## config.mk

```make
export PLATFORM = sky130hd
export DESIGN_NAME = cpr_host
export DESIGN_NICKNAME = d
export VERILOG_FILES = /design/src/verilog/cpr_pkg.sv /design/src/verilog/cpr_timer.sv /design/src/verilog/cpr_host.sv
export VERILOG_INCLUDE_DIRS = /design/src /design/src/verilog
export SDC_FILE = /design/constraint.sdc
export NUM_CORES = 1
export LEC_CHECK = 0
export ABC_AREA = 1
export BUFFER_PORTS_ARGS = -buffer_cell sky130_fd_sc_hd__buf_2
export CAP_MARGIN = 5
export CORE_MARGIN = 4
export CORE_UTILIZATION = 54
export CTS_CLUSTER_SIZE = 30
export DETAILED_ROUTE_END_ITERATION = 16
export PLACE_DENSITY = 0.85
export SLEW_MARGIN = 0
export SYNTH_ARGS = -nofsm -noshare
export SYNTH_HDL_FRONTEND = slang
export SYNTH_HIERARCHICAL = 1
export SYNTH_SLANG_ARGS = --single-unit
export TNS_END_PERCENT = 50
```

## constraint.sdc

```tcl
create_clock -name sys_clk -period 2.15 [get_ports sys_clk]
set_input_delay 0.215 -clock sys_clk [delete_from_list [all_inputs] [get_ports sys_clk]]
set_output_delay 0.215 -clock sys_clk [all_outputs]
set_load 0.05 [all_outputs]
```

## src/verilog/cpr_regs.svh

```systemverilog
// cpr_regs.svh: register offsets, field positions, reset values and timing counts for the
// host-side select / power-down / reset controller.
// assumes a 100 MHz sys_clk and a classic Wishbone slave port with 32-bit data.
`ifndef CPR_REGS_SVH
`define CPR_REGS_SVH

// byte offsets on the Wishbone port
`define CPR_OFF_CTRL 8'h00
`define CPR_OFF_CMD 8'h04
`define CPR_OFF_STAT 8'h08
`define CPR_OFF_MASK 8'h0C

// control register fields
`define CPR_CTRL_LOW_VOLT 0
`define CPR_CTRL_RST_HIGH 1
`define CPR_CTRL_PIN_EXTRA 2
`define CPR_CTRL_LATCHED 3
`define CPR_CTRL_STB_LOW 4
`define CPR_CTRL_PWR_DOWN 5
`define CPR_CTRL_EXTRA_VAL 6
`define CPR_CTRL_RESET 7'h00

// command register bits, write one to act
`define CPR_CMD_RESET 0
`define CPR_CMD_STROBE 1

// status register bits; bits 4..6 are sticky, write one to clear
`define CPR_ST_READY 0
`define CPR_ST_IN_RST 1
`define CPR_ST_RECOVER 2
`define CPR_ST_PWR_DOWN 3
`define CPR_ST_REFUSED 4
`define CPR_ST_SEL_ERR 5
`define CPR_ST_REGS_ZERO 6
`define CPR_ST_STB_BUSY 7

// mask register: [10:0] pins used as selects, [23:16] port B open-drain
`define CPR_MASK_CS_LSB 0
`define CPR_MASK_OD_LSB 16
`define CPR_MASK_RESET 32'h0000_0000

// timing, figures in ns, counts derived with rounding up
`define CPR_CLK_NS 10
`define CPR_RST_STD_NS 100
`define CPR_RST_LV_NS 500
`define CPR_RECOV_LV_NS 500
`define CPR_STROBE_NS 50
`define CPR_CYC(ns) (((ns) + `CPR_CLK_NS - 1) / `CPR_CLK_NS)
`define CPR_RST_STD_CYC `CPR_CYC(`CPR_RST_STD_NS)
`define CPR_RST_LV_CYC `CPR_CYC(`CPR_RST_LV_NS)
`define CPR_RECOV_LV_CYC `CPR_CYC(`CPR_RECOV_LV_NS)
`define CPR_STROBE_CYC `CPR_CYC(`CPR_STROBE_NS)
`define CPR_SETTLE_CYC 2

`endif

```

## src/verilog/cpr_pkg.sv

```systemverilog
// cpr_pkg: types shared by the select / power-down / reset controller.
// assumes cpr_regs.svh for all numbers.
package cpr_pkg;

    // reset sequence of the attached device and the host processor
    typedef enum logic [1:0] {
        RS_ASSERT = 2'b00,
        RS_RECOVER = 2'b01,
        RS_HOSTREL = 2'b10,
        RS_READY = 2'b11
    } cpr_rst_e;

    // control fields as software sets them
    typedef struct packed {
        logic extra_val;
        logic pwr_down;
        logic stb_low;
        logic latched;
        logic pin_extra;
        logic rst_high;
        logic low_volt;
    } cpr_ctrl_s;

    // pins toward the device
    typedef struct packed {
        logic dev_rst;
        logic sel_pin;
        logic strobe;
    } cpr_pins_s;

    typedef logic [7:0] cpr_cnt_t;

endpackage : cpr_pkg

```

## src/verilog/cpr_timer.sv

```systemverilog
// cpr_timer: loadable down-counter giving one expiry pulse.
// assumes load and value come from the same clock domain.
`timescale 1ns/100ps
module cpr_timer (
    input wire logic sys_clk,
    input wire logic arst_n,
    input wire logic load,
    input wire cpr_pkg::cpr_cnt_t load_val,
    output logic busy,
    output logic expired
);
    cpr_pkg::cpr_cnt_t count_r;

    // a load restarts the count even while running
    always_ff @(posedge sys_clk or negedge arst_n) begin
        if (!arst_n) begin
            count_r <= 8'h00;
        end else if (load) begin
            count_r <= load_val;
        end else if (count_r != 8'h00) begin
            count_r <= count_r - 8'h01;
        end
    end

    assign busy = (count_r != 8'h00);
    assign expired = !load && (count_r == 8'h01);
endmodule : cpr_timer

```

## src/verilog/cpr_host.sv

```systemverilog
// cpr_host: host-side controller that drives the select/extra-input pin, the address latch
// strobe and the reset pin of an attached programmable peripheral, and holds the host
// processor in reset until the peripheral is usable.
// assumes device select outputs are sampled on sys_clk and software uses classic Wishbone.
`timescale 1ns/100ps
`include "cpr_regs.svh"

// How it works
// - standard parts: reset at least 100 ns
// - low-voltage parts: reset at least 500 ns
// - low-voltage parts: reset always low-true
// - device ready before host's first access
// - reset lines driven actively, never RC ramps
module cpr_host (
    input wire logic sys_clk,
    input wire logic arst_n,
    input wire logic wb_cyc_i,
    input wire logic wb_stb_i,
    input wire logic wb_we_i,
    input wire logic [7:0] wb_adr_i,
    input wire logic [3:0] wb_sel_i,
    input wire logic [31:0] wb_dat_i,
    output logic [31:0] wb_dat_o,
    output logic wb_ack_o,
    input wire logic [7:0] port_b_selects,
    input wire logic [2:0] port_c_selects,
    output logic select_or_extra_input_pin,
    output logic addr_latch_strobe,
    output logic dev_rst_pin,
    output logic host_rst_n,
    output logic access_ok
);
    cpr_pkg::cpr_ctrl_s ctrl_r;
    logic [10:0] cs_en_r;
    logic [7:0] od_mask_r;
    cpr_pkg::cpr_rst_e rst_state_r;
    cpr_pkg::cpr_rst_e rst_state_nxt;
    cpr_pkg::cpr_pins_s pins_r;
    cpr_pkg::cpr_pins_s pins_nxt;
    logic ack_r;
    logic [31:0] rdat_r;
    logic wr_en;
    logic rd_req;
    logic cmd_reset;
    logic cmd_strobe;
    logic rst_load_r;
    cpr_pkg::cpr_cnt_t rst_load_val;
    logic rst_busy;
    logic rst_expired;
    logic stb_load;
    logic stb_busy;
    logic extra_hold_r;
    logic pd_active;
    logic [1:0] pd_settle_r;
    logic chk_pd;
    logic chk_rst;
    logic [10:0] cs_seen;
    logic [10:0] cs_must_high;
    logic sel_err_evt;
    logic refused_evt;
    logic refused_r;
    logic sel_err_r;
    logic regs_zero_r;
    logic access_ok_r;
    logic host_rst_n_r;

    // bus decode: write lands on the edge that also sees ack high
    assign wr_en = wb_cyc_i && wb_stb_i && wb_we_i && ack_r;
    assign rd_req = wb_cyc_i && wb_stb_i && !ack_r;
    assign cmd_reset = wr_en && (wb_adr_i == `CPR_OFF_CMD) && wb_sel_i[0]
        && wb_dat_i[`CPR_CMD_RESET];
    assign cmd_strobe = wr_en && (wb_adr_i == `CPR_OFF_CMD) && wb_sel_i[0]
        && wb_dat_i[`CPR_CMD_STROBE];

    // one-wait-state ack; dropped in the cycle after it was given
    always_ff @(posedge sys_clk or negedge arst_n) begin
        if (!arst_n) begin
            ack_r <= 1'b0;
        end else begin
            ack_r <= wb_cyc_i && wb_stb_i && !ack_r;
        end
    end

    // read mux; unmapped offsets read zero and are still acked
    always_ff @(posedge sys_clk or negedge arst_n) begin
        if (!arst_n) begin
            rdat_r <= 32'h0000_0000;
        end else if (rd_req) begin
            unique case (wb_adr_i)
                `CPR_OFF_CTRL: rdat_r <= {25'h0, ctrl_r};
                `CPR_OFF_STAT: begin
                    rdat_r <= 32'h0000_0000;
                    rdat_r[`CPR_ST_READY] <= (rst_state_r == cpr_pkg::RS_READY);
                    rdat_r[`CPR_ST_IN_RST] <= (rst_state_r == cpr_pkg::RS_ASSERT);
                    rdat_r[`CPR_ST_RECOVER] <= (rst_state_r == cpr_pkg::RS_RECOVER);
                    rdat_r[`CPR_ST_PWR_DOWN] <= pd_active;
                    rdat_r[`CPR_ST_REFUSED] <= refused_r;
                    rdat_r[`CPR_ST_SEL_ERR] <= sel_err_r;
                    rdat_r[`CPR_ST_REGS_ZERO] <= regs_zero_r;
                    rdat_r[`CPR_ST_STB_BUSY] <= stb_busy;
                end
                `CPR_OFF_MASK: rdat_r <= {8'h00, od_mask_r, 5'h00, cs_en_r};
                default: rdat_r <= 32'h0000_0000;
            endcase
        end
    end

    // control and mask registers, byte lanes honoured
    always_ff @(posedge sys_clk or negedge arst_n) begin
        if (!arst_n) begin
            ctrl_r <= `CPR_CTRL_RESET;
            cs_en_r <= 11'h000;
            od_mask_r <= 8'h00;
        end else if (wr_en) begin
            if (wb_adr_i == `CPR_OFF_CTRL && wb_sel_i[0]) begin
                ctrl_r <= cpr_pkg::cpr_ctrl_s'(wb_dat_i[6:0]);
            end
            if (wb_adr_i == `CPR_OFF_MASK) begin
                if (wb_sel_i[0]) begin
                    cs_en_r[7:0] <= wb_dat_i[7:0];
                end
                if (wb_sel_i[1]) begin
                    cs_en_r[10:8] <= wb_dat_i[10:8];
                end
                if (wb_sel_i[2]) begin
                    od_mask_r <= wb_dat_i[23:16];
                end
            end
        end
    end

    // reset sequence: a command restarts it from any state at once
    always_comb begin
        rst_state_nxt = rst_state_r;
        unique case (rst_state_r)
            cpr_pkg::RS_ASSERT: begin
                if (rst_expired) begin
                    rst_state_nxt = ctrl_r.low_volt ? cpr_pkg::RS_RECOVER
                        : cpr_pkg::RS_HOSTREL;
                end
            end
            cpr_pkg::RS_RECOVER: begin
                if (rst_expired) begin
                    rst_state_nxt = cpr_pkg::RS_HOSTREL;
                end
            end
            cpr_pkg::RS_HOSTREL: rst_state_nxt = cpr_pkg::RS_READY;
            cpr_pkg::RS_READY: rst_state_nxt = cpr_pkg::RS_READY;
        endcase
        if (cmd_reset) begin
            rst_state_nxt = cpr_pkg::RS_ASSERT;
        end
    end

    always_ff @(posedge sys_clk or negedge arst_n) begin
        if (!arst_n) begin
            rst_state_r <= cpr_pkg::RS_ASSERT;
        end else begin
            rst_state_r <= rst_state_nxt;
        end
    end

    // timer load one cycle after each reset command and each entry to RS_RECOVER; set at power-on so the first pulse is timed
    always_ff @(posedge sys_clk or negedge arst_n) begin
        if (!arst_n) begin
            rst_load_r <= 1'b1;
        end else begin
            rst_load_r <= cmd_reset || (rst_state_nxt == cpr_pkg::RS_RECOVER
                && rst_state_r != cpr_pkg::RS_RECOVER);
        end
    end

    // low-voltage parts get the longer pulse and a separate recovery wait
    always_comb begin
        if (rst_state_r == cpr_pkg::RS_RECOVER) begin
            rst_load_val = 8'(`CPR_RECOV_LV_CYC);
        end else if (ctrl_r.low_volt) begin
            rst_load_val = 8'(`CPR_RST_LV_CYC);
        end else begin
            rst_load_val = 8'(`CPR_RST_STD_CYC);
        end
    end

    cpr_timer u_rst_timer (
        .sys_clk(sys_clk),
        .arst_n(arst_n),
        .load(rst_load_r),
        .load_val(rst_load_val),
        .busy(rst_busy),
        .expired(rst_expired)
    );

    // strobe only makes sense for a latched extra input
    assign stb_load = cmd_strobe && ctrl_r.pin_extra && ctrl_r.latched && !stb_busy;

    cpr_timer u_stb_timer (
        .sys_clk(sys_clk),
        .arst_n(arst_n),
        .load(stb_load),
        .load_val(8'(`CPR_STROBE_CYC)),
        .busy(stb_busy),
        .expired()
    );

    // extra input value is frozen while a strobe is out so the trailing edge sees it steady
    always_ff @(posedge sys_clk or negedge arst_n) begin
        if (!arst_n) begin
            extra_hold_r <= 1'b0;
        end else if (!stb_busy && !stb_load) begin
            extra_hold_r <= ctrl_r.extra_val;
        end
    end

    // a power-down request in extra-input mode is ignored, never driven to the pin
    assign pd_active = !ctrl_r.pin_extra && ctrl_r.pwr_down;

    // pin values; reset polarity fixed low-true on low-voltage parts
    always_comb begin
        pins_nxt.dev_rst = (rst_state_r == cpr_pkg::RS_ASSERT);
        if (ctrl_r.low_volt || !ctrl_r.rst_high) begin
            pins_nxt.dev_rst = !pins_nxt.dev_rst;
        end
        if (ctrl_r.pin_extra) begin
            pins_nxt.sel_pin = extra_hold_r;
        end else begin
            pins_nxt.sel_pin = pd_active;
        end
        // strobe stands for the whole count, so its width is exactly the timer load
        pins_nxt.strobe = stb_busy ^ ctrl_r.stb_low;
    end

    // all device pins come from flops and are always driven, never left to ramp
    always_ff @(posedge sys_clk or negedge arst_n) begin
        if (!arst_n) begin
            pins_r <= 3'b000;
        end else begin
            pins_r <= pins_nxt;
        end
    end

    // host held in reset until the device is usable; no access while powered down
    always_ff @(posedge sys_clk or negedge arst_n) begin
        if (!arst_n) begin
            host_rst_n_r <= 1'b0;
            access_ok_r <= 1'b0;
        end else begin
            // host waits until the device pin has already been released for a cycle
            host_rst_n_r <= (rst_state_r == cpr_pkg::RS_READY)
                && (rst_state_nxt == cpr_pkg::RS_READY);
            access_ok_r <= (rst_state_r == cpr_pkg::RS_READY)
                && (rst_state_nxt == cpr_pkg::RS_READY) && !pd_active;
        end
    end

    // pins respond without a clock but are sampled here; wait a little before judging them
    always_ff @(posedge sys_clk or negedge arst_n) begin
        if (!arst_n) begin
            pd_settle_r <= 2'b00;
        end else if (!pd_active || !pins_r.sel_pin) begin
            pd_settle_r <= 2'b00;
        end else if (pd_settle_r != 2'(`CPR_SETTLE_CYC)) begin
            pd_settle_r <= pd_settle_r + 2'b01;
        end
    end

    // open-drain port B selects float and are skipped; every other select enabled in the mask must read high
    assign cs_seen = {port_c_selects, port_b_selects};
    assign cs_must_high = cs_en_r & ~{3'b000, od_mask_r};
    assign chk_pd = (pd_settle_r == 2'(`CPR_SETTLE_CYC));
    assign chk_rst = !ctrl_r.low_volt && (rst_state_r == cpr_pkg::RS_ASSERT)
        && (rst_load_r == 1'b0) && rst_busy;
    assign sel_err_evt = (chk_pd || chk_rst) && ((cs_seen & cs_must_high) != cs_must_high);
    assign refused_evt = (ctrl_r.pin_extra && ctrl_r.pwr_down)
        || (cmd_strobe && !stb_load);

    // sticky flags: a new event wins over a clear in the same cycle
    always_ff @(posedge sys_clk or negedge arst_n) begin
        if (!arst_n) begin
            refused_r <= 1'b0;
            sel_err_r <= 1'b0;
        end else begin
            if (refused_evt) begin
                refused_r <= 1'b1;
            end else if (wr_en && wb_adr_i == `CPR_OFF_STAT && wb_sel_i[0]
                && wb_dat_i[`CPR_ST_REFUSED]) begin
                refused_r <= 1'b0;
            end
            if (sel_err_evt) begin
                sel_err_r <= 1'b1;
            end else if (wr_en && wb_adr_i == `CPR_OFF_STAT && wb_sel_i[0]
                && wb_dat_i[`CPR_ST_SEL_ERR]) begin
                sel_err_r <= 1'b0;
            end
        end
    end

    // device registers known zero after each reset; power-down does not disturb this
    always_ff @(posedge sys_clk or negedge arst_n) begin
        if (!arst_n) begin
            regs_zero_r <= 1'b0;
        end else if (rst_state_r == cpr_pkg::RS_ASSERT) begin
            regs_zero_r <= 1'b1;
        end else if (wr_en && wb_adr_i == `CPR_OFF_STAT && wb_sel_i[0]
            && wb_dat_i[`CPR_ST_REGS_ZERO]) begin
            regs_zero_r <= 1'b0;
        end
    end

    // outputs straight from flops
    assign wb_ack_o = ack_r;
    assign wb_dat_o = rdat_r;
    assign dev_rst_pin = pins_r.dev_rst;
    assign select_or_extra_input_pin = pins_r.sel_pin;
    assign addr_latch_strobe = pins_r.strobe;
    assign host_rst_n = host_rst_n_r;
    assign access_ok = access_ok_r;
endmodule : cpr_host

```

==> results by group, run 1 <==
Placement
  – Place WS: 0.3551 ns
  – Post-DP HPWL: 6815 um
  – Port-buffer cells: 70
  – Gpl congestion: 0.8959
  – Placed insts: 662

Power and ir drop
  – Pwr/cell area: 759.4 nW/um2
  – Internal Dissipation: 2.357 mW
  – Reported net switching power: 1.196 mW
  – Clock network fraction of total power: 0.321
  – Relative contribution of sequential cells to total power: 0.472
  – Proportion of total power due to net switching: 0.3365
  – Total design power: 3.553 mW
  – Leak: 2.646 nW
  – Combinational share of power: 0.206
  – Peak supply drop: 0.0003336 V

Timing
  – Unrepaired setup endpoints after global routing: no
  – Slew of the pin with the lowest slew margin: 0.7316 ns
  – Sum of negative setup slack: 0 ns
  – Highest achievable clock rate: 0.5680 GHz
  – Time the worst path needs with I/O delays and setup: 1.761 ns
  – Relative max-transition margin: 0.5105
  – Final Hold Fails: 0
  – Final cycle utilization of the critical path: 0.8189
  – Count of final max-slew check failures: 0
  – Crit path setup slack, layout: 0.3895 ns
  – Worst clock skew: 0.01319 ns
  – Final setup violation count: 0
  – Hold slack: 0.05796 ns

Min path
  – Hold path startpoint: wb_dat_i[8]
  – Hold crit path type: in -> reg

Route
  – Via density per instance: 4.962
  – Overall via count from detail_route: 3369
  – Pre-antenna DRT Iters: 5
  – Remaining antenna violation count: 0
  – Remaining routing DRC violations: 0
  – Average detailed-routed wire length per instance: 13.27 um
  – Drt first-iter violations: 247
  – Total Wirelength: 9012 um

Flow run
  – # Max-Cap Violations: 0

Clock network
  – Root Buffer: clkbuf_8
  – Count of clock tree sinks: 76
  – Number of resized instances in the post-cts repair step: 0
  – Post-cts hold buffer count: 1
  – TritonCTS clock tree: done
  – Worst-path clk slew: 0.09 ns
  – Number of buffers on the longest clock path: 2
  – Number of levels in the clock H-tree: 3
  – Clk_lat worst skew: 0.36 ns
  – Cts bufs inserted: 9
  – Post-CTS Repair Setup Buffers: 0

Floorplan
  – DIE AREA: 8826 um2
  – Die span in x: 93.95 um
  – Number of ports placed on the die boundary: 98
  – Core Footprint: 7214 um2
  – Floorplan row count: 31
  – Die Height: 93.95 um
  – Starting Density: 0.5529

Critical path
  – Startpoint type of the worst setup path: register
  – Worst Setup Path Type: reg -> reg
  – Kind of end point of the critical path: register
  – Worst r2r src: u_stb_timer/count_r[0]
  – Worst endpoint data arrival time: 2.05 ns
  – CP Launch Point: u_stb_timer/count_r[0]
  – Crit path required time: 2.44 ns
  – Worst-path fanout max: 13

Layout
  – Area growth syn-to-layout: 17.28%
  – Diode insertion count for antenna repair: 0
  – Multi-input gate area: 1787 um2
  – Register area: 1903 um2
  – Filler instances: 644
  – Number of cells in the finished layout apart from fillers: 679
  – Share of final-layout standard cells stronger than drive strength 1: 0.2155
  – Post-layout net count: 641

Global route
  – GRT Resource Usage Total: 0.2190
  – Antenna violations before repair: 0
  – Total gr overflow: 0
  – Maximum number of pins on one net before global-route repair: 43
  – Wire length of the first global-routing pass: 15070 um
  – Via count of the first global-routing pass: 3316

Synthesis
  – Mean instance size in the synthesized netlist: 8.241 um2
  – Cell area after technology mapping: 3989 um2
  – Syn. warnings: 6
  – Gate Count Post-Synth: 484

Outcome
  – Outcome: complete, no violations
-- flip-flops by register name, indices dropped and copies added (netlist names), 2 cells and up --
name and count:
wb_dat_o 19, cs_en_r 11, od_mask_r 8, u_rst_timer/count_r 8
u_stb_timer/count_r 8, ctrl_r 7, pd_settle_r 2, rst_state_r 2
-- power groups by stage --
stage | logic (mW) | registers, mW | clock network [mW]
3_5_place_dp | 0.725 | 1.71 | 0
4_1_cts | 0.733 | 1.68 | 1.16
3_3_place_gp | 0.691 | 1.70 | 0
2_1_floorplan | 0.534 | 1.71 | 0
5_1_grt | 0.828 | 1.70 | 1.23
6_report | 0.733 | 1.68 | 1.14
-- cell usage in the layout, fill, tap and decap left out, types with 2 or more instances in the layout --
master / count
a21oi_1: 3
a22o_1: 11
buf_2: 69
buf_4: 6
clkbuf_8: 9
clkinv_4: 2
conb_1: 26
dfrtp_1: 75
ha_1: 6
inv_1: 61
inv_2: 2
inv_6: 2
nand2_1: 147
nand2_2: 8
nand2_4: 4
nand3_1: 33
nand3b_1: 2
nand4_1: 2
nor2_1: 33
nor2_2: 4
nor2_4: 4
nor2_8: 2
nor3_1: 3
nor3_4: 3
o21a_1: 2
o21ai_0: 30
o21ai_1: 7
o21ai_2: 2
xnor2_1: 4
xor2_1: 5
-- path summary, 6_finish.rpt --
path                                          end  slack (ns)  cells past startpoint
max                        u_stb_timer/count_r[0]        0.39                     11
max in group asynchronous              rst_load_r        1.18                      3
max reg2reg                u_stb_timer/count_r[0]        0.39                     11
min in group asynchronous              host_rst_n        0.34                      2
min reg2reg                           wb_dat_o[1]        0.48                      2
min                                    cs_en_r[8]        0.06                      3
-- per-stage QoR --
stage          cell area, um2    util
2_1_floorplan            4079       -
3_3_place_gp             4461  0.6183
3_5_place_dp             4461  0.6183
4_1_cts                  4678  0.6485
5_1_grt                  4678  0.6485
6_report                 4678  0.6485
-- area by class of cell --
class                   count  area share
clock buffers               9     0.02648
clock inverters             7     0.01792
inverters                  63     0.05055
multi-input cells         348      0.3819
flip-flops and latches     76      0.4068
well taps                  99     0.02648
repair buffers             77     0.08986
-- metal layers --
metal / vias to the layer above / global-route usage / routed length (um)
met4: 0 / 0.1011 / 269
met1: 1549 / 0.2749 / 3751
met3: 30 / 0.06330 / 573
li1: 1670 / - / -
met2: 120 / 0.3489 / 4416
met5: - / 0 / 0
-- worst max-delay path, stage by stage (launching register included) --
cell and delay, ns:
dfrtp_1 0.38, inv_1 0.12, ha_1 0.18, nand2_2 0.09
nor2_8 0.15, inv_1 0.13, nor2_1 0.13, buf_4 0.21
inv_1 0.09, nand2_4 0.09, nand2_1 0.06, o21ai_1 0.07
Power figures use the tool's default switching activity.
==> run 2: changes to the inputs <==
Clock period 2.15 ns to 1.7 ns, I/O delays scaled along.
==> run 2 against run 1 <==
Clock-buffer cell count is the same. Die area stayed put. First-iteration DRC count decreased by 50%. Via count is 2.3% higher. Combinational power is 35% higher. Register-to-register slack worse by 0.33 ns. Utilization up 2.3 points. Non-clock buffer count increased by 14. Sequential share of layout area down 1.4 points. Critical path depth unchanged. Sequential power is 24% higher. Highest routed layer unchanged.
==> results by group, run 2 (synthesis gave the netlist of run 1 again) <==
Critical path
  – Worst Reg2Reg Path Length in Cells: 11 (unchanged)
  – Critical path cell sequence: inv_2, ha_1, nand2_2, nor2_8, inv_1, nor2_4, buf_4, nand2_1, o21ai_0, nand2_1, inv_1
  – RR Endpoint: u_stb_timer/count_r[2]
  – Worst Setup Path Type: reg -> reg
  – CP max stage cell: dfrtp_1
  – Capture point of the worst path: u_stb_timer/count_r[2]
  – CP Launch Point: u_stb_timer/count_r[1]
  – Stage delay of the slowest cell on the critical path: 0.41 ns (+0.03 ns)
  – Kind of end point of the critical path: register
  – Worst r2r src: u_stb_timer/count_r[1]
  – Crit path required time: 2.00 ns (-0.44 ns)
  – Worst-path fanout max: 5 (-8)
  – Startpoint type of the worst setup path: register
  – Worst endpoint data arrival time: 1.94 ns (-0.11 ns)
  – Reg2Reg Setup Slack: 0.06 ns (-0.33 ns)

Timing
  – Count of final max-slew check failures: 0 (unchanged)
  – Relative max-transition margin: 0.6065 (+0.09600)
  – Time the worst path needs with I/O delays and setup: 1.642 ns (-0.1190 ns)
  – Final Hold Fails: 0 (unchanged)
  – Worst clock skew: 0.01563 ns (+0.002446 ns)
  – Highest achievable clock rate: 0.6092 GHz (+7.3%)
  – Final cycle utilization of the critical path: 0.9656 (+0.1467)
  – Slew of the pin with the lowest slew margin: 0.5903 ns (-0.1413 ns)
  – Sum of negative setup slack: 0 ns (unchanged)
  – Final setup violation count: 0 (unchanged)

Clock network
  – Clk_lat worst skew: 0.35 ns (about the same)
  – TritonCTS clock tree: done
  – Count of clock tree sinks: 76 (unchanged)
  – Cts bufs inserted: 9 (unchanged)
  – Number of levels in the clock H-tree: 3 (unchanged)
  – Root Buffer: clkbuf_8
  – Number of buffers on the longest clock path: 2 (unchanged)
  – Worst-path clk slew: 0.09 ns (about the same)

Floorplan
  – Floorplan row count: 31 (unchanged)
  – DIE AREA: 8826 um2 (unchanged)
  – Core Footprint: 7214 um2 (unchanged)
  – Die Height: 93.95 um (unchanged)
  – Starting Density: 0.5529 (unchanged)
  – Die span in x: 93.95 um (unchanged)
  – Number of ports placed on the die boundary: 98 (unchanged)

Layout
  – Share of the core filled with cells: 0.6719 (+0.02341)
  – Post-layout net count: 655 (+2.2%)
  – Most common cell after layout, fill and taps aside: nand2_1
  – Most frequent cells in the layout: nand2_1 (146), dfrtp_1 (74), buf_2 (70)
  – Area growth syn-to-layout: 21.52%
  – Diode insertion count for antenna repair: 0 (unchanged)
  – Max reg flops: 19 (unchanged)
  – Share of final-layout standard cells stronger than drive strength 1: 0.2424 (+0.02691)

Route
  – Pre-antenna DRT Iters: 4 (-1)
  – Drt first-iter violations: 123 (-50%)
  – Via density per instance: 4.975 (+0.28%)
  – Remaining routing DRC violations: 0 (unchanged)
  – Average detailed-routed wire length per instance: 13.08 um (-1.4%)
  – Total Wirelength: 9067 um (+0.61%)
  – Remaining antenna violation count: 0 (unchanged)
  – Overall via count from detail_route: 3448 (+2.3%)

Power and ir drop
  – Internal Dissipation: 3.279 mW (+39%)
  – Relative contribution of sequential cells to total power: 0.438 (-0.034)
  – Peak supply drop: 0.0004574 V (+37%)
  – Proportion of total power due to net switching: 0.3141 (-0.02244)
  – Reported net switching power: 1.501 mW (+26%)
  – Clock network fraction of total power: 0.355 (+0.034)
  – Leak: 2.737 nW (+3.4%)
  – Pwr/cell area: 986.2 nW/um2 (+30%)
  – Combinational share of power: 0.207 (about the same)

Global route
  – Via count of the first global-routing pass: 3515 (+6.0%)
  – GRT Resource Usage Total: 0.2221 (+0.003065)
  – Wire length of the first global-routing pass: 15300 um (+1.5%)
  – Maximum number of pins on one net before global-route repair: 25 (-42%)
  – Total gr overflow: 0 (unchanged)
  – Antenna violations before repair: 0 (unchanged)

Placement
  – Gpl congestion: 0.8730 (-2.6%)
  – Post-DP HPWL: 6988 um (+2.5%)
  – Port-buffer cells: 70 (unchanged)

Outcome
  – Outcome: complete, no violations

Flow run
  – # Max-Cap Violations: 0 (unchanged)

Min path
  – Hold depth: 3 (unchanged)
  – Hold crit path type: in -> reg
## run 2: critical path, delay by kind of cell (launching register included)
kind	cells	cell delay, ns
flip-flops	1	0.41
adder cells (fa/ha/maj)	1	0.17
AND/OR/NAND/NOR	5	0.56
AO/OA/AOI/OAI	1	0.08
buffers and inverters	4	0.37
## run 2: routing by layer
metal	track usage	share of wire
met3	0.04487	0.051
met1	0.2815	0.43
met4	0.09025	0.015
met5	0	0
met2	0.3708	0.50
## run 2: power by group through the flow
| stage | Combinational, mW | Sequential, mW | Clock [mW] |
|---|---|---|---|
| 6_report | 0.991 | 2.09 | 1.70 |
| 2_1_floorplan | 0.676 | 2.17 | 0 |
| 3_5_place_dp | 0.987 | 2.13 | 0 |
| 5_1_grt | 1.13 | 2.11 | 1.81 |
| 3_3_place_gp | 0.937 | 2.11 | 0 |
| 4_1_cts | 0.996 | 2.09 | 1.71 |
## run 2: timing repair
item                                    CTS  global route
endpoints found under the hold margin    20             0
gates resized for setup                   0             5
hold buffers                              1             0
endpoints found under the setup margin    0             4
buffers inserted                          0             3
## run 2: how the worst min path moves through the flow
stage	end	from	slack, ns
floorplan	access_ok	arst_n	-0.13
finish	cs_en_r[8]	wb_dat_i[8]	0.02
global placement	cs_en_r[10]	arst_n	0.19
global route	od_mask_r[0]	wb_dat_i[16]	0.01
detailed placement	cs_en_r[10]	arst_n	0.20
CTS	cs_en_r[8]	wb_dat_i[8]	0.009
## run 2: metrics by stage
stage | instance area, um2 | setup slack, ns | total power, mW | instances | hold slack (ns)
finish | 4847 | 0.05849 | 4.780 | 693 | 0.01931
global route | 4847 | -0.03716 | 5.048 | 693 | 0.01169
CTS | 4821 | 0.03903 | 4.799 | 690 | 0.009463
detailed placement | 4564 | 0.05994 | 3.115 | 673 | 0.2018
global placement | 4564 | 0.1314 | 3.051 | 673 | 0.1948
floorplan | 4096 | -0.1395 | 2.844 | 508 | -0.1256
## run 2: cell type report
cell class | instances | area, um2
clock buffer | 9 | 123.9
fill | 585 | 2367
tap | 99 | 123.9
inverter | 63 | 236.5
timing repair buffer | 91 | 539.3
clock inverter | 7 | 122.6
multi-input combinational | 348 | 1797
sequential | 76 | 1904
==> run 3: changes to the inputs <==
Settings changed: GPL_TIMING_DRIVEN set to 0.
==> run 3 against run 2 <==
Worst hold slack gained 0.0022 ns. Global-route usage shrank 0.16 points. Register-to-register slack is essentially flat. Final cell count grew 2.3%. Critical endpoint is now u_stb_timer/count_r[1].
==> results by group, run 3 (synthesis gave the netlist of run 1 again) <==
Floorplan
  – Floorplan row count: 31 (unchanged)
  – Die Height: 93.95 um (unchanged)
  – Starting Density: 0.5529 (unchanged)
  – Die span in x: 93.95 um (unchanged)
  – Core Footprint: 7214 um2 (unchanged)
  – DIE AREA: 8826 um2 (unchanged)
  – Number of ports placed on the die boundary: 98 (unchanged)

Critical path
  – Startpoint type of the worst setup path: register
  – Critical path cell sequence: nor2_4, nand2_4, nor2_8, clkinvlp_4, nor2_4, buf_6, o21ai_1, nand2_1, o21ai_1
  – Kind of end point of the critical path: register
  – Worst endpoint data arrival time: 1.88 ns (-0.06 ns)
  – RR Endpoint: u_stb_timer/count_r[1]
  – CP max stage cell: dfrtp_2
  – Logic depth of the worst path, buffers included: 9 (-2)
  – Buffer and inverter count on the worst path: 2 (-2)
  – Worst-path fanout max: 7 (+2)
  – Top delay family on crit path: simple AND/OR/NAND/NOR gates
  – Crit path required time: 1.93 ns (-0.07 ns)
  – Stage delay of the slowest cell on the critical path: 0.45 ns (+0.04 ns)
  – Worst Reg2Reg Path Length in Cells: 9 (-2)
  – Worst Setup Path Type: reg -> reg
  – Reg2Reg Setup Slack: 0.05 ns (about the same)
  – Worst r2r src: u_stb_timer/count_r[5]

Power and ir drop
  – Relative contribution of sequential cells to total power: 0.468 (+0.030)
  – Clock network fraction of total power: 0.312 (-0.043)
  – Combinational share of power: 0.219 (+0.012)
  – Peak supply drop: 0.0005094 V (+11%)
  – Internal Dissipation: 3.061 mW (-6.6%)
  – Leak: 2.794 nW (+2.1%)
  – Reported net switching power: 1.432 mW (-4.6%)
  – Total design power: 4.494 mW (-6.0%)
  – Proportion of total power due to net switching: 0.3187 (+0.004659)
  – Pwr/cell area: 907.0 nW/um2 (-8.0%)

Layout
  – Diode insertion count for antenna repair: 0 (unchanged)
  – Max reg flops: 19 (unchanged)
  – Most frequent cells in the layout: nand2_1 (146), buf_2 (73), dfrtp_1 (72)
  – Summed area of non-filler cells in the final layout: 4955 um2 (+2.2%)
  – Area growth syn-to-layout: 24.22%
  – Most common cell after layout, fill and taps aside: nand2_1
  – Share of the core filled with cells: 0.6868 (+0.01492)
  – Share of final-layout standard cells stronger than drive strength 1: 0.2689 (+0.02643)
  – Post-layout net count: 671 (+2.4%)

Clock network
  – TritonCTS clock tree: done
  – Number of levels in the clock H-tree: 3 (unchanged)
  – Count of clock tree sinks: 76 (unchanged)
  – Cts bufs inserted: 9 (unchanged)
  – Root Buffer: clkbuf_8
  – Number of buffers on the longest clock path: 2 (unchanged)
  – Clk_lat worst skew: 0.35 ns (about the same)
  – Worst-path clk slew: 0.08 ns (about the same)

Global route
  – Wire length of the first global-routing pass: 15190 um (-0.73%)
  – Total gr overflow: 0 (unchanged)
  – Via count of the first global-routing pass: 3459 (-1.6%)
  – GRT Resource Usage Total: 0.2204 (-0.001642)
  – Maximum number of pins on one net before global-route repair: 72 (+190%)
  – Antenna violations before repair: 0 (unchanged)

Timing
  – Count of final max-slew check failures: 0 (unchanged)
  – Final Hold Fails: 0 (unchanged)
  – Sum of negative setup slack: 0 ns (unchanged)
  – Hold slack: 0.02154 ns (+0.002230 ns)
  – Slew of the pin with the lowest slew margin: 0.6434 ns (+0.05311 ns)
  – Time the worst path needs with I/O delays and setup: 1.649 ns (+0.007517 ns)
  – Highest achievable clock rate: 0.6064 GHz (-0.46%)
  – Final setup violation count: 0 (unchanged)
  – Relative max-transition margin: 0.5695 (-0.03700)
  – Final cycle utilization of the critical path: 0.9700 (+0.004422)
  – Worst clock skew: 0.006135 ns (-0.009498 ns)

Route
  – Average detailed-routed wire length per instance: 13.18 um (+0.75%)
  – Remaining routing DRC violations: 0 (unchanged)
  – Via density per instance: 4.911 (-1.3%)
  – Total Wirelength: 9346 um (+3.1%)
  – Overall via count from detail_route: 3482 (+0.99%)
  – Pre-antenna DRT Iters: 4 (unchanged)
  – Drt first-iter violations: 242 (+97%)
  – Remaining antenna violation count: 0 (unchanged)

Flow run
  – # Max-Cap Violations: 0 (unchanged)

Placement
  – Placed Instance Area: 4601 um2 (+0.79%)
  – Post-DP HPWL: 6678 um (-4.4%)
  – Gpl congestion: 0.8540 (-2.2%)
  – Port-buffer cells: 70 (unchanged)

Min path
  – Hold crit path type: in -> reg
  – Hold depth: 3 (unchanged)
  – Sink of the worst hold path: cs_en_r[8]
  – Hold path startpoint: wb_dat_i[8]

Outcome
  – Outcome: complete, no violations
==> run 3: changes by cell type in the layout (fill, tap and decap cells not counted), sizes merged <==
cell,previous run,this run
buf,90,106
clkbuf,9,12
bufinv,3,1
inv,64,62
clkinv,1,2
==> run 3: cell type report <==
type                            instances  area [um2]
Clock inverter                          4       47.55
Timing Repair Buffer                   86       495.5
Inverter                               63       240.2
Clock buffer                           12       155.1
Sequential cell                        76        1907
Fill cell                             564        2260
Tap cell                               99       123.9
Multi-Input combinational cell        348        1827
Buffer                                 21       158.9
==> run 3: how the worst max path moves through the flow <==
| stage | from | end | slack [ns] |
|---|---|---|---|
| after floorplan | wb_ack_o | u_stb_timer/count_r[1] | -0.14 |
| after global placement | arst_n | wb_ack_o | -0.14 |
| after CTS | u_stb_timer/count_r[0] | u_stb_timer/count_r[1] | 0.006 |
| after global routing | u_stb_timer/count_r[5] | u_stb_timer/count_r[2] | -0.05 |
| after detailed placement | wb_ack_o | u_stb_timer/count_r[1] | -0.13 |
| final | u_stb_timer/count_r[5] | u_stb_timer/count_r[1] | 0.05 |
==> run 3: worst register-to-register path: cells and delay by family (launching register included) <==
family / cells / cell delay (ns)
flip-flops: 1 / 0.45
AO/OA/AOI/OAI: 2 / 0.12
buffers and inverters: 2 / 0.31
AND/OR/NAND/NOR: 5 / 0.66
==> run 3: what timing repair did <==
item,in CTS,in global routing
endpoints found under the hold margin,75,0
setup buffers,1,13
resized for setup,0,11
pin swaps,1,6
endpoints found under the setup margin,3,3
hold buffers,1,0
==> run 3: power by group through the flow <==
| stage | Sequential, mW | Clock (mW) | Combinational [mW] |
|---|---|---|---|
| 6_report | 2.10 | 1.40 | 0.986 |
| 5_1_grt | 2.13 | 1.52 | 1.11 |
| 4_1_cts | 2.10 | 1.43 | 0.986 |
| 3_5_place_dp | 2.14 | 0 | 0.978 |
| 3_3_place_gp | 2.13 | 0 | 0.923 |
| 2_1_floorplan | 2.17 | 0 | 0.676 |
==> run 3: per-stage QoR <==
stage | worst slack [ns] | cells
final | 0.05097 | 709
after detailed placement | -0.1274 | 678
after global placement | -0.1372 | 677
after global routing | -0.04706 | 709
after CTS | 0.006460 | 696
after floorplan | -0.1395 | 508
==> run 3: per-layer routing <==
layer	routed length, um	global-route usage	part of all wire	up-vias
met5	0	0	0	-
met4	252	0.1023	0.027	0
met3	458	0.04006	0.049	23
met2	4611	0.3560	0.49	110
met1	4023	0.2881	0.43	1622
li1	-	-	-	1727
